--- config.mk ---
export PLATFORM = sky130hd
export DESIGN_NAME = auto_reclose_sequencer_config
export DESIGN_NICKNAME = d
export VERILOG_FILES = /design/src/hw/ar_pkg.sv /design/src/hw/ar_timer_if.sv /design/src/hw/ar_tick_timer.sv /design/src/hw/auto_reclose_sequencer_config.sv
export VERILOG_INCLUDE_DIRS = /design/src /design/src/hw
export SDC_FILE = /design/constraint.sdc
export NUM_CORES = 1
export LEC_CHECK = 0
export ABC_CLOCK_PERIOD_IN_PS = 17200
export BUFFER_PORTS_ARGS = -buffer_cell sky130_fd_sc_hd__buf_2
export CAP_MARGIN = 40
export CORE_ASPECT_RATIO = 1.25
export CORE_MARGIN = 4
export CORE_UTILIZATION = 56
export DETAILED_ROUTE_END_ITERATION = 10
export PLACE_DENSITY = 0.88
export SKIP_LAST_GASP = 1
export SYNTH_ARGS = -nofsm -noshare
export SYNTH_HDL_FRONTEND = slang
export SYNTH_SLANG_ARGS = --single-unit
--- constraint.sdc ---
create_clock -name sys_clk -period 17.2 [get_ports sys_clk]
set_input_delay 2.58 -clock sys_clk [delete_from_list [all_inputs] [get_ports sys_clk]]
set_output_delay 2.58 -clock sys_clk [all_outputs]
set_load 0.01 [all_outputs]
--- src/hw/ar_cfg.svh ---
`ifndef AR_CFG_SVH
`define AR_CFG_SVH

`define AR_CLK_MHZ        40
`define AR_TICK_US        10000
`define AR_TICK_CYCLES    (`AR_TICK_US * `AR_CLK_MHZ)
`define AR_TICK_W         15
`define AR_DS_TICKS       10
`define AR_START_MAX_CS   9'h1f4
`define AR_DEAD_MIN_DS    12'h002
`define AR_TIME_MAX_DS    12'hbb8
`define AR_ALARM_NONE     8'h00
`define AR_ALARM_FIRST    8'h28
`define AR_ALARM_SECOND   8'h29
`define AR_ILK_OFF        2'h0
`define AR_ILK_ON         2'h1
`define AR_ILK_RSVD       2'h2
`define AR_CFG_FREE       1'h0
`define AR_SHOTS          5
`define AR_REQS           3
`define AR_OBJECTS        16

`endif

--- src/hw/ar_pkg.sv ---
`include "ar_cfg.svh"
package ar_pkg;
	typedef logic [8:0]            cs_t;
	typedef logic [11:0]           ds_t;
	typedef logic [`AR_TICK_W-1:0] ticks_t;
	typedef logic [7:0]            alarm_sel_t;

	typedef enum logic [4:0] {
		ST_IDLE   = 5'h01,
		ST_START  = 5'h02,
		ST_DEAD   = 5'h04,
		ST_RECLM  = 5'h08,
		ST_FINAL  = 5'h10
	} seq_state_e;

	typedef struct packed {
		logic [31:0] pre;
		ticks_t      count;
		logic        running;
	} tmr_s;

	typedef struct packed {
		seq_state_e                 state;
		logic [1:0]                 src;
		logic [2:0]                 shot;
		logic [`AR_REQS-1:0]        req_prev;
		logic [`AR_REQS-1:0]        final_latch;
		logic                       reclose_cmd;
		logic                       final_trip;
		logic                       alarm_first;
		logic                       alarm_second;
		logic [`AR_OBJECTS-1:0]     indicator;
		logic                       breaker_closed;
		logic                       interlock_on;
		logic                       setting_fault;
	} seq_s;
endpackage

--- src/hw/ar_timer_if.sv ---
interface ar_timer_if;
	import ar_pkg::*;
	logic   load;
	ticks_t load_ticks;
	logic   expired;
	modport seq (output load, output load_ticks, input expired);
	modport tmr (input load, input load_ticks, output expired);
endinterface

--- src/hw/ar_tick_timer.sv ---
`include "ar_cfg.svh"
module ar_tick_timer
	import ar_pkg::*;
#(
	parameter int TICK_CYCLES = `AR_TICK_CYCLES
) (
	input  wire logic sys_clk,
	input  wire logic rst,
	ar_timer_if.tmr   tmr
);
	if (TICK_CYCLES < 1) begin : g_chk
		$error("tick period must be at least one cycle");
	end

	tmr_s r_reg;
	tmr_s r_next;
	logic tick;

	// Countdown in 10 ms ticks; a load restarts the prescaler
	always_comb begin
		r_next = r_reg;
		tick = (r_reg.pre == 32'(TICK_CYCLES - 1));
		r_next.pre = tick ? 32'h0 : r_reg.pre + 32'h1;
		if (tmr.load) begin
			r_next.pre = 32'h0;
			r_next.count = tmr.load_ticks;
			r_next.running = 1'b1;
		end else if (r_reg.running) begin
			if (r_reg.count == '0)
				r_next.running = 1'b0;
			else if (tick)
				r_next.count = r_reg.count - 1'b1;
		end
	end

	// Not gated by load: the sequencer reloads in the cycle it sees expiry
	assign tmr.expired = r_reg.running && (r_reg.count == '0);

	always_ff @(posedge sys_clk) begin
		if (rst)
			r_reg <= '0;
		else
			r_reg <= r_next;
	end
endmodule

--- src/hw/auto_reclose_sequencer_config.sv ---
// Notes on behaviour
// - Per shot, request A enable: 0 inhibits the shot, 1 lets A start it.
// - Per shot, separate enables for requests B and C start the shot.
// - Shots started by B or C first wait a start delay of 0 to 5 s.
// - Each shot keeps breaker open a dead time of 0.2 to 300 s.
// - Per request, final-trip enable decides if the sequence ends tripping.
// - Final trip of each request waits its own time of 0 to 300 s.
// - In-progress alarm selector: 0 none, 40 first output, 41 second.
// - Per request final-trip alarm selector with the same encoding.
// - Object word: indicator-used flag; polarity shows open (0) or closed (1).
// - Object word type flag: 0 other object, 1 circuit breaker.
// - Interlock selector: 0 off, 1 on (only while configuration selector is 0), 2 reserved and unused.
// - Configuration selector 0 picks the free program; 1 is reserved.
`include "ar_cfg.svh"
module auto_reclose_sequencer_config
	import ar_pkg::*;
#(
	parameter int TICK_CYCLES = `AR_TICK_CYCLES,
	parameter int N_OBJ       = `AR_OBJECTS
) (
	input  wire logic                        sys_clk,
	input  wire logic                        rst,
	input  wire logic                        reclose_request_a,
	input  wire logic                        reclose_request_b,
	input  wire logic                        reclose_request_c,
	input  wire logic [`AR_SHOTS-1:0]        shot_en_a,
	input  wire logic [`AR_SHOTS-1:0]        shot_en_b,
	input  wire logic [`AR_SHOTS-1:0]        shot_en_c,
	input  wire cs_t  [`AR_SHOTS-1:0]        start_delay_b,
	input  wire cs_t  [`AR_SHOTS-1:0]        start_delay_c,
	input  wire ds_t  [`AR_SHOTS-1:0]        dead_time,
	input  wire logic [`AR_REQS-1:0]         final_en,
	input  wire ds_t  [`AR_REQS-1:0]         final_time,
	input  wire ds_t                         reclaim_time,
	input  wire logic                        auto_reclose_function,
	input  wire logic                        interrupt_cmd,
	input  wire alarm_sel_t                  progress_alarm_sel,
	input  wire alarm_sel_t [`AR_REQS-1:0]   final_alarm_sel,
	input  wire logic [N_OBJ-1:0]            obj_used,
	input  wire logic [N_OBJ-1:0]            obj_polarity,
	input  wire logic [N_OBJ-1:0]            obj_is_breaker,
	input  wire logic [N_OBJ-1:0]            obj_closed,
	input  wire logic [1:0]                  interlock_sel,
	input  wire logic                        config_sel,
	output logic                             reclose_cmd,
	output logic                             final_trip,
	output logic                             in_progress,
	output logic [2:0]                       active_shot,
	output logic                             alarm_output_first,
	output logic                             alarm_output_second,
	output logic [`AR_REQS-1:0]              final_tripped,
	output logic [N_OBJ-1:0]                 obj_indicator,
	output logic                             breaker_closed,
	output logic                             interlock_on,
	output logic                             setting_fault
);
	if (N_OBJ != `AR_OBJECTS) begin : g_chk
		$error("object count must be 16");
	end

	ar_timer_if tif ();

	ar_tick_timer #(
		.TICK_CYCLES (TICK_CYCLES)
	) u_timer (
		.sys_clk (sys_clk),
		.rst     (rst),
		.tmr     (tif.tmr)
	);

	////////////////////////////////////////////////////////////////////
	// Helpers

	function automatic ticks_t ds_ticks(input ds_t v, input ds_t lo);
		ds_t c;
		c = (v < lo) ? lo : ((v > `AR_TIME_MAX_DS) ? `AR_TIME_MAX_DS : v);
		return ticks_t'(c) * ticks_t'(`AR_DS_TICKS);
	endfunction

	// Lowest enabled shot strictly after 'from'; from = 7 searches all
	function automatic logic [3:0] next_shot(input logic [`AR_SHOTS-1:0] m,
	                                         input logic [2:0] from);
		logic [3:0] r;
		r = 4'h8;
		for (int i = `AR_SHOTS - 1; i >= 0; i--) begin
			if (m[i] && ((from == 3'h7) || (3'(i) > from)))
				r = 4'(i);
		end
		return r;
	endfunction

	function automatic logic route(input alarm_sel_t s, input alarm_sel_t o,
	                               input logic act);
		return act && (s == o);
	endfunction

	////////////////////////////////////////////////////////////////////
	// Sequencer

	seq_s r_reg;
	seq_s r_next;

	logic [`AR_REQS-1:0]  req_now;
	logic [`AR_REQS-1:0]  rise;
	logic [1:0]           new_src;
	logic [1:0]           use_src;
	logic [`AR_SHOTS-1:0] mask;
	logic [3:0]           nxt;
	logic                 go_shot;
	logic                 busy;
	cs_t                  sd;

	always_comb begin
		r_next = r_reg;
		req_now = {reclose_request_c, reclose_request_b, reclose_request_a};
		rise = req_now & ~r_reg.req_prev;
		new_src = rise[0] ? 2'h0 : (rise[1] ? 2'h1 : 2'h2);
		use_src = r_reg.src;
		mask = '0;
		nxt = 4'h8;
		go_shot = 1'b0;
		sd = '0;
		tif.load = 1'b0;
		tif.load_ticks = '0;
		r_next.req_prev = req_now;
		r_next.reclose_cmd = 1'b0;
		r_next.final_trip = 1'b0;

		if ((r_reg.state == ST_IDLE || r_reg.state == ST_RECLM)
		    && (|rise)) begin
			use_src = new_src;
			unique case (new_src)
				2'h0:    mask = shot_en_a;
				2'h1:    mask = shot_en_b;
				default: mask = shot_en_c;
			endcase
			nxt = next_shot(mask,
				(r_reg.state == ST_IDLE) ? 3'h7 : r_reg.shot);
			go_shot = 1'b1;
		end

		unique case (r_reg.state)
			ST_START: if (tif.expired) begin
				r_next.state = ST_DEAD;
				tif.load = 1'b1;
				tif.load_ticks = ds_ticks(dead_time[r_reg.shot],
					`AR_DEAD_MIN_DS);
			end
			ST_DEAD: if (tif.expired) begin
				r_next.reclose_cmd = 1'b1;
				r_next.state = ST_RECLM;
				tif.load = 1'b1;
				tif.load_ticks = ds_ticks(reclaim_time, `AR_DEAD_MIN_DS);
			end
			ST_RECLM: if (!go_shot && tif.expired)
				r_next.state = ST_IDLE;
			ST_FINAL: if (tif.expired) begin
				r_next.final_trip = 1'b1;
				r_next.final_latch[r_reg.src] = 1'b1;
				r_next.state = ST_IDLE;
			end
			default: ;
		endcase

		if (go_shot) begin
			r_next.src = use_src;
			if (r_reg.state == ST_IDLE)
				r_next.final_latch = '0;
			if (nxt != 4'h8) begin
				r_next.shot = nxt[2:0];
				tif.load = 1'b1;
				if (use_src == 2'h0) begin
					r_next.state = ST_DEAD;
					tif.load_ticks = ds_ticks(dead_time[nxt[2:0]],
						`AR_DEAD_MIN_DS);
				end else begin
					sd = (use_src == 2'h1) ? start_delay_b[nxt[2:0]]
					                       : start_delay_c[nxt[2:0]];
					r_next.state = ST_START;
					tif.load_ticks = ticks_t'((sd > `AR_START_MAX_CS)
						? `AR_START_MAX_CS : sd);
				end
			end else if (final_en[use_src]) begin
				r_next.state = ST_FINAL;
				tif.load = 1'b1;
				tif.load_ticks = ds_ticks(final_time[use_src], 12'h000);
			end else begin
				r_next.state = ST_IDLE;
			end
		end

		if (interrupt_cmd || !auto_reclose_function) begin
			r_next.state = ST_IDLE;
			r_next.reclose_cmd = 1'b0;
			r_next.final_trip = 1'b0;
			tif.load = 1'b0;
			if (interrupt_cmd)
				r_next.final_latch = '0;
		end

		busy = (r_next.state != ST_IDLE);
		r_next.alarm_first = route(progress_alarm_sel, `AR_ALARM_FIRST,
			busy);
		r_next.alarm_second = route(progress_alarm_sel, `AR_ALARM_SECOND,
			busy);
		for (int i = 0; i < `AR_REQS; i++) begin
			r_next.alarm_first = r_next.alarm_first
				| route(final_alarm_sel[i], `AR_ALARM_FIRST,
				        r_next.final_latch[i]);
			r_next.alarm_second = r_next.alarm_second
				| route(final_alarm_sel[i], `AR_ALARM_SECOND,
				        r_next.final_latch[i]);
		end

		r_next.indicator = obj_used
			& ~(obj_polarity ^ obj_closed);
		r_next.breaker_closed = |(obj_is_breaker & obj_closed);
		r_next.interlock_on = (interlock_sel == `AR_ILK_ON)
			&& (config_sel == `AR_CFG_FREE);
		r_next.setting_fault = (interlock_sel > `AR_ILK_ON)
			|| (config_sel != `AR_CFG_FREE);
	end

	always_ff @(posedge sys_clk) begin
		if (rst) begin
			r_reg <= '0;
			r_reg.state <= ST_IDLE;
		end else begin
			r_reg <= r_next;
		end
	end

	////////////////////////////////////////////////////////////////////
	// Outputs

	assign reclose_cmd         = r_reg.reclose_cmd;
	assign final_trip          = r_reg.final_trip;
	assign in_progress         = (r_reg.state != ST_IDLE);
	assign active_shot         = r_reg.shot;
	assign alarm_output_first  = r_reg.alarm_first;
	assign alarm_output_second = r_reg.alarm_second;
	assign final_tripped       = r_reg.final_latch;
	assign obj_indicator       = r_reg.indicator;
	assign breaker_closed      = r_reg.breaker_closed;
	assign interlock_on        = r_reg.interlock_on;
	assign setting_fault       = r_reg.setting_fault;
endmodule

==> metrics <==
Clock power frac=0.170; final worst-path cycle share=0.540; crit end category=register; sequential share of the synthesized area=0.175; Int Pwr=627 uW; Post-Synth Simple-Gate Area=0.254; CTS tree=done; Max Buffers Root-to-Sink=2; Avg Inst Size Synth=7.61 sq um; Synth Instances=1308; HP Class=reg -> reg; initial core utilization=0.571; core area=17400 sq um; fin nets=2006; reg-to-reg critical path startpoint=r_reg[37]$_SDFF_PP0_; XOR/XNOR Fraction of Synth Area=0.0713; post-synthesis compound-gate area fraction=0.266; CP Data Arrival Time=9.52 ns; GRT Residual Overflow=0; IO Count=352; largest family of logic cells by synthesized area=compound AO/OA/AOI/OAI gates; vias in the first global route=11100; worst vdd ir=0.0633 mV; Die Area=20000 sq um; fin util=0.688; Hold Fails Final Rpt=0; Leak=5.51 nW; via count=11900; RSZ-0062 raised after global routing=no; CTS root buf=clkbuf_16; Tot GR Track Use=0.379; f_max=0.108 GHz; WL per Instance=22.0 um; largest net degree at the start of global routing=58; DR DRC count=0; first-pass iteration count of the detailed router=6; Final Max Slew Viols=0; CTS H-tree lvls=3; Sw Pwr=545 uW; status=finished, final reports clean; share of cells above drive strength 1=0.265; synthesized area=9960 sq um; via density per instance=6.45; Num CTS Buffers=9; row count=54; WHS=0.487 ns; Post-Route WL=40400 um; setup violators final=0; clock transition at the registers of the reported paths=0.07 ns; post-CTS sizing=0; Finished Layout Cells=1838; max reg flops=48; CP required=17.43 ns; switch share=0.465; post-CTS setup buffer count=0; 1st-iter DRT viols=1545; startpoint types=input port; number of synthesized flops with an enable pin=0; FF+latch count, synth=87; Max transition margin=0.357; reg2reg setup slack=9.78 ns; multiplexer area fraction after synthesis=0.0631; adder-cell share of the synthesized area=0.107; R2R depth=26; CP Class=in -> reg; commonest cells after routing, fill and taps aside=buf_2, nand2_1, nor2_1; final setup TNS=0 ns; post-DP HPWL=33200 um; die span in x=127 um; Fill cells=1473; first-pass GRT wire length=60100 um; power density over cell area=97.8 nW/um^2; DIE HEIGHT=157 um; Cells after DPL=1814; post-layout power=1.17 mW; routability congestion estimate=1.06; hold path depth=1; hold_buf cts=0; area delta synth->final=20.4%; async set-reset flop share out of synthesis=0; Max Cap Violations=0; clk_skew=0.0102 ns; Cell variety after synth=92; commonest non-fill, non-tap cell in the layout=buf_2; sequential share of power=0.187; Worst-Skew Late Latency=0.34 ns; Syn Nets=1713; initial antenna violation count=16; reg2reg end=u_timer.r_reg[15]$_SDFFE_PP0P_; Final ANT Viol Nets=0; HP Start=u_timer.r_reg[16]$_SDFF_PP0_; Max FO, Critical Path=28; Worst Tran Pin Value=0.965 ns; Hold EP=u_timer.r_reg[16]$_SDFF_PP0_; YS warnings=0; Buffers on Ports=351; Tmin final=9.29 ns; Logic pwr share=0.644; Synth Flop Type=dfxtp_1; CTS Sinks=87
[critical path, cell delays in order]
cell and delay, ns:
buf_2 0.10, nand2b_1 0.18, a211oi_1 0.66, o31a_1 0.84, nand2_1 0.83, o211ai_1 0.59
a221oi_2 0.15, nor4_4 0.30, o21ai_0 0.17, a311oi_1 0.41, inv_1 0.08, ha_1 0.28
ha_1 0.22, inv_1 0.07, fa_1 0.20, nor2b_1 0.06, o21ai_0 0.19, a21boi_0 0.14
o21ai_0 0.21, a21oi_1 0.11, o21ai_0 0.25, a21oi_1 0.11, a211o_1 0.28, xor2_1 0.14
a221oi_1 0.26, o31ai_1 0.09
[metrics by stage]
stage | area (sq um) | setup slack, ns
after floorplan | 9960 | 9.70
after global placement | 11600 | 8.04
after detailed placement | 11700 | 7.73
after CTS | 12000 | 8.12
after global routing | 12000 | 7.34
final | 12000 | 7.91
[kinds of logic (layout without fill, tap and decap cells)]
kind of cell	after synthesis	count (layout)
xor gates and xnor gates	81	81
other	0	8
AOI/OAI and AO/OA	373	373
buffers and inverters	130	428
DFF	87	87
and+or+nand+nor	495	495
adders and majority gates	83	83
muxes	59	59
[power groups by stage]
stage               Combinational, mW  Clock (mW)  Sequential, mW
global placement                0.716           0           0.223
CTS                             0.738       0.200           0.218
finish                          0.754       0.199           0.219
floorplan                       0.530           0           0.219
global route                    0.831       0.208           0.219
detailed placement              0.734           0           0.223
[routing by layer]
metal	GRT usage	part of all wire	vias up
met2	0.603	0.45	784
met5	0	0.0030	-
met1	0.474	0.39	5457
met3	0.144	0.13	134
li1	-	-	5468
met4	0.121	0.034	16
[Yosys cell counts (6+ instances only)]
cell type  number  area share
nor3_1         29       0.015
clkbuf_1       35       0.013
o211ai_1       10      0.0075
a22oi_1        10      0.0075
and2_1          9      0.0057
a31oi_1        25       0.016
dfxtp_1        87        0.17
inv_1          46       0.017
and3_1         26       0.016
xnor2_1        27       0.024
o21ai_0        64       0.032
or3_1           8      0.0050
a221oi_1        7      0.0062
a21o_1         16       0.012
a211oi_1       13      0.0098
a21boi_0        7      0.0053
o22a_1          9      0.0079
or2_2          11      0.0069
o31ai_1        13      0.0098
ha_1           79       0.099
buf_4          23       0.017
mux2i_1        52       0.052
a21oi_1        84       0.042
nand3_1        60       0.030
a211o_1         8      0.0070
nand4_1        11      0.0069
a2bb2oi_1      12       0.011
xor2_1         54       0.048
buf_2          17      0.0085
nand2_1       121       0.046
nor4_1         20       0.013
nor3b_1        21       0.016
nor2b_1        26       0.016
o22ai_1         8      0.0050
nand2b_1       11      0.0069
nand4b_1        6      0.0053
nor2_1        112       0.042
[how the worst max path moves through the flow]
stage	from	endpoint	slack, ns	cells after the start
after floorplan	reclose_request_b	u_timer.r_reg[15]$_SDFFE_PP0P_	9.70	30
after global placement	reclose_request_b	u_timer.r_reg[15]$_SDFFE_PP0P_	8.04	26
after detailed placement	reclose_request_b	u_timer.r_reg[15]$_SDFFE_PP0P_	7.73	26
after CTS	reclose_request_b	u_timer.r_reg[15]$_SDFFE_PP0P_	8.12	26
after global routing	reclose_request_a	u_timer.r_reg[15]$_SDFFE_PP0P_	7.34	27
final	reclose_request_b	u_timer.r_reg[15]$_SDFFE_PP0P_	7.91	26
[layout make-up]
cell class              count  area [sq um]  area share
repair buffers            366          1890       0.158
clock buffers               9           225      0.0188
inverters                  46           173      0.0144
well taps                 224           280      0.0234
clock inverters             7          72.6     0.00605
diodes                      8          20.0     0.00167
multi-input cells        1091          7590       0.633
flip-flops and latches     87          1740       0.145
No activity file was read; power rests on OpenSTA's default activity.
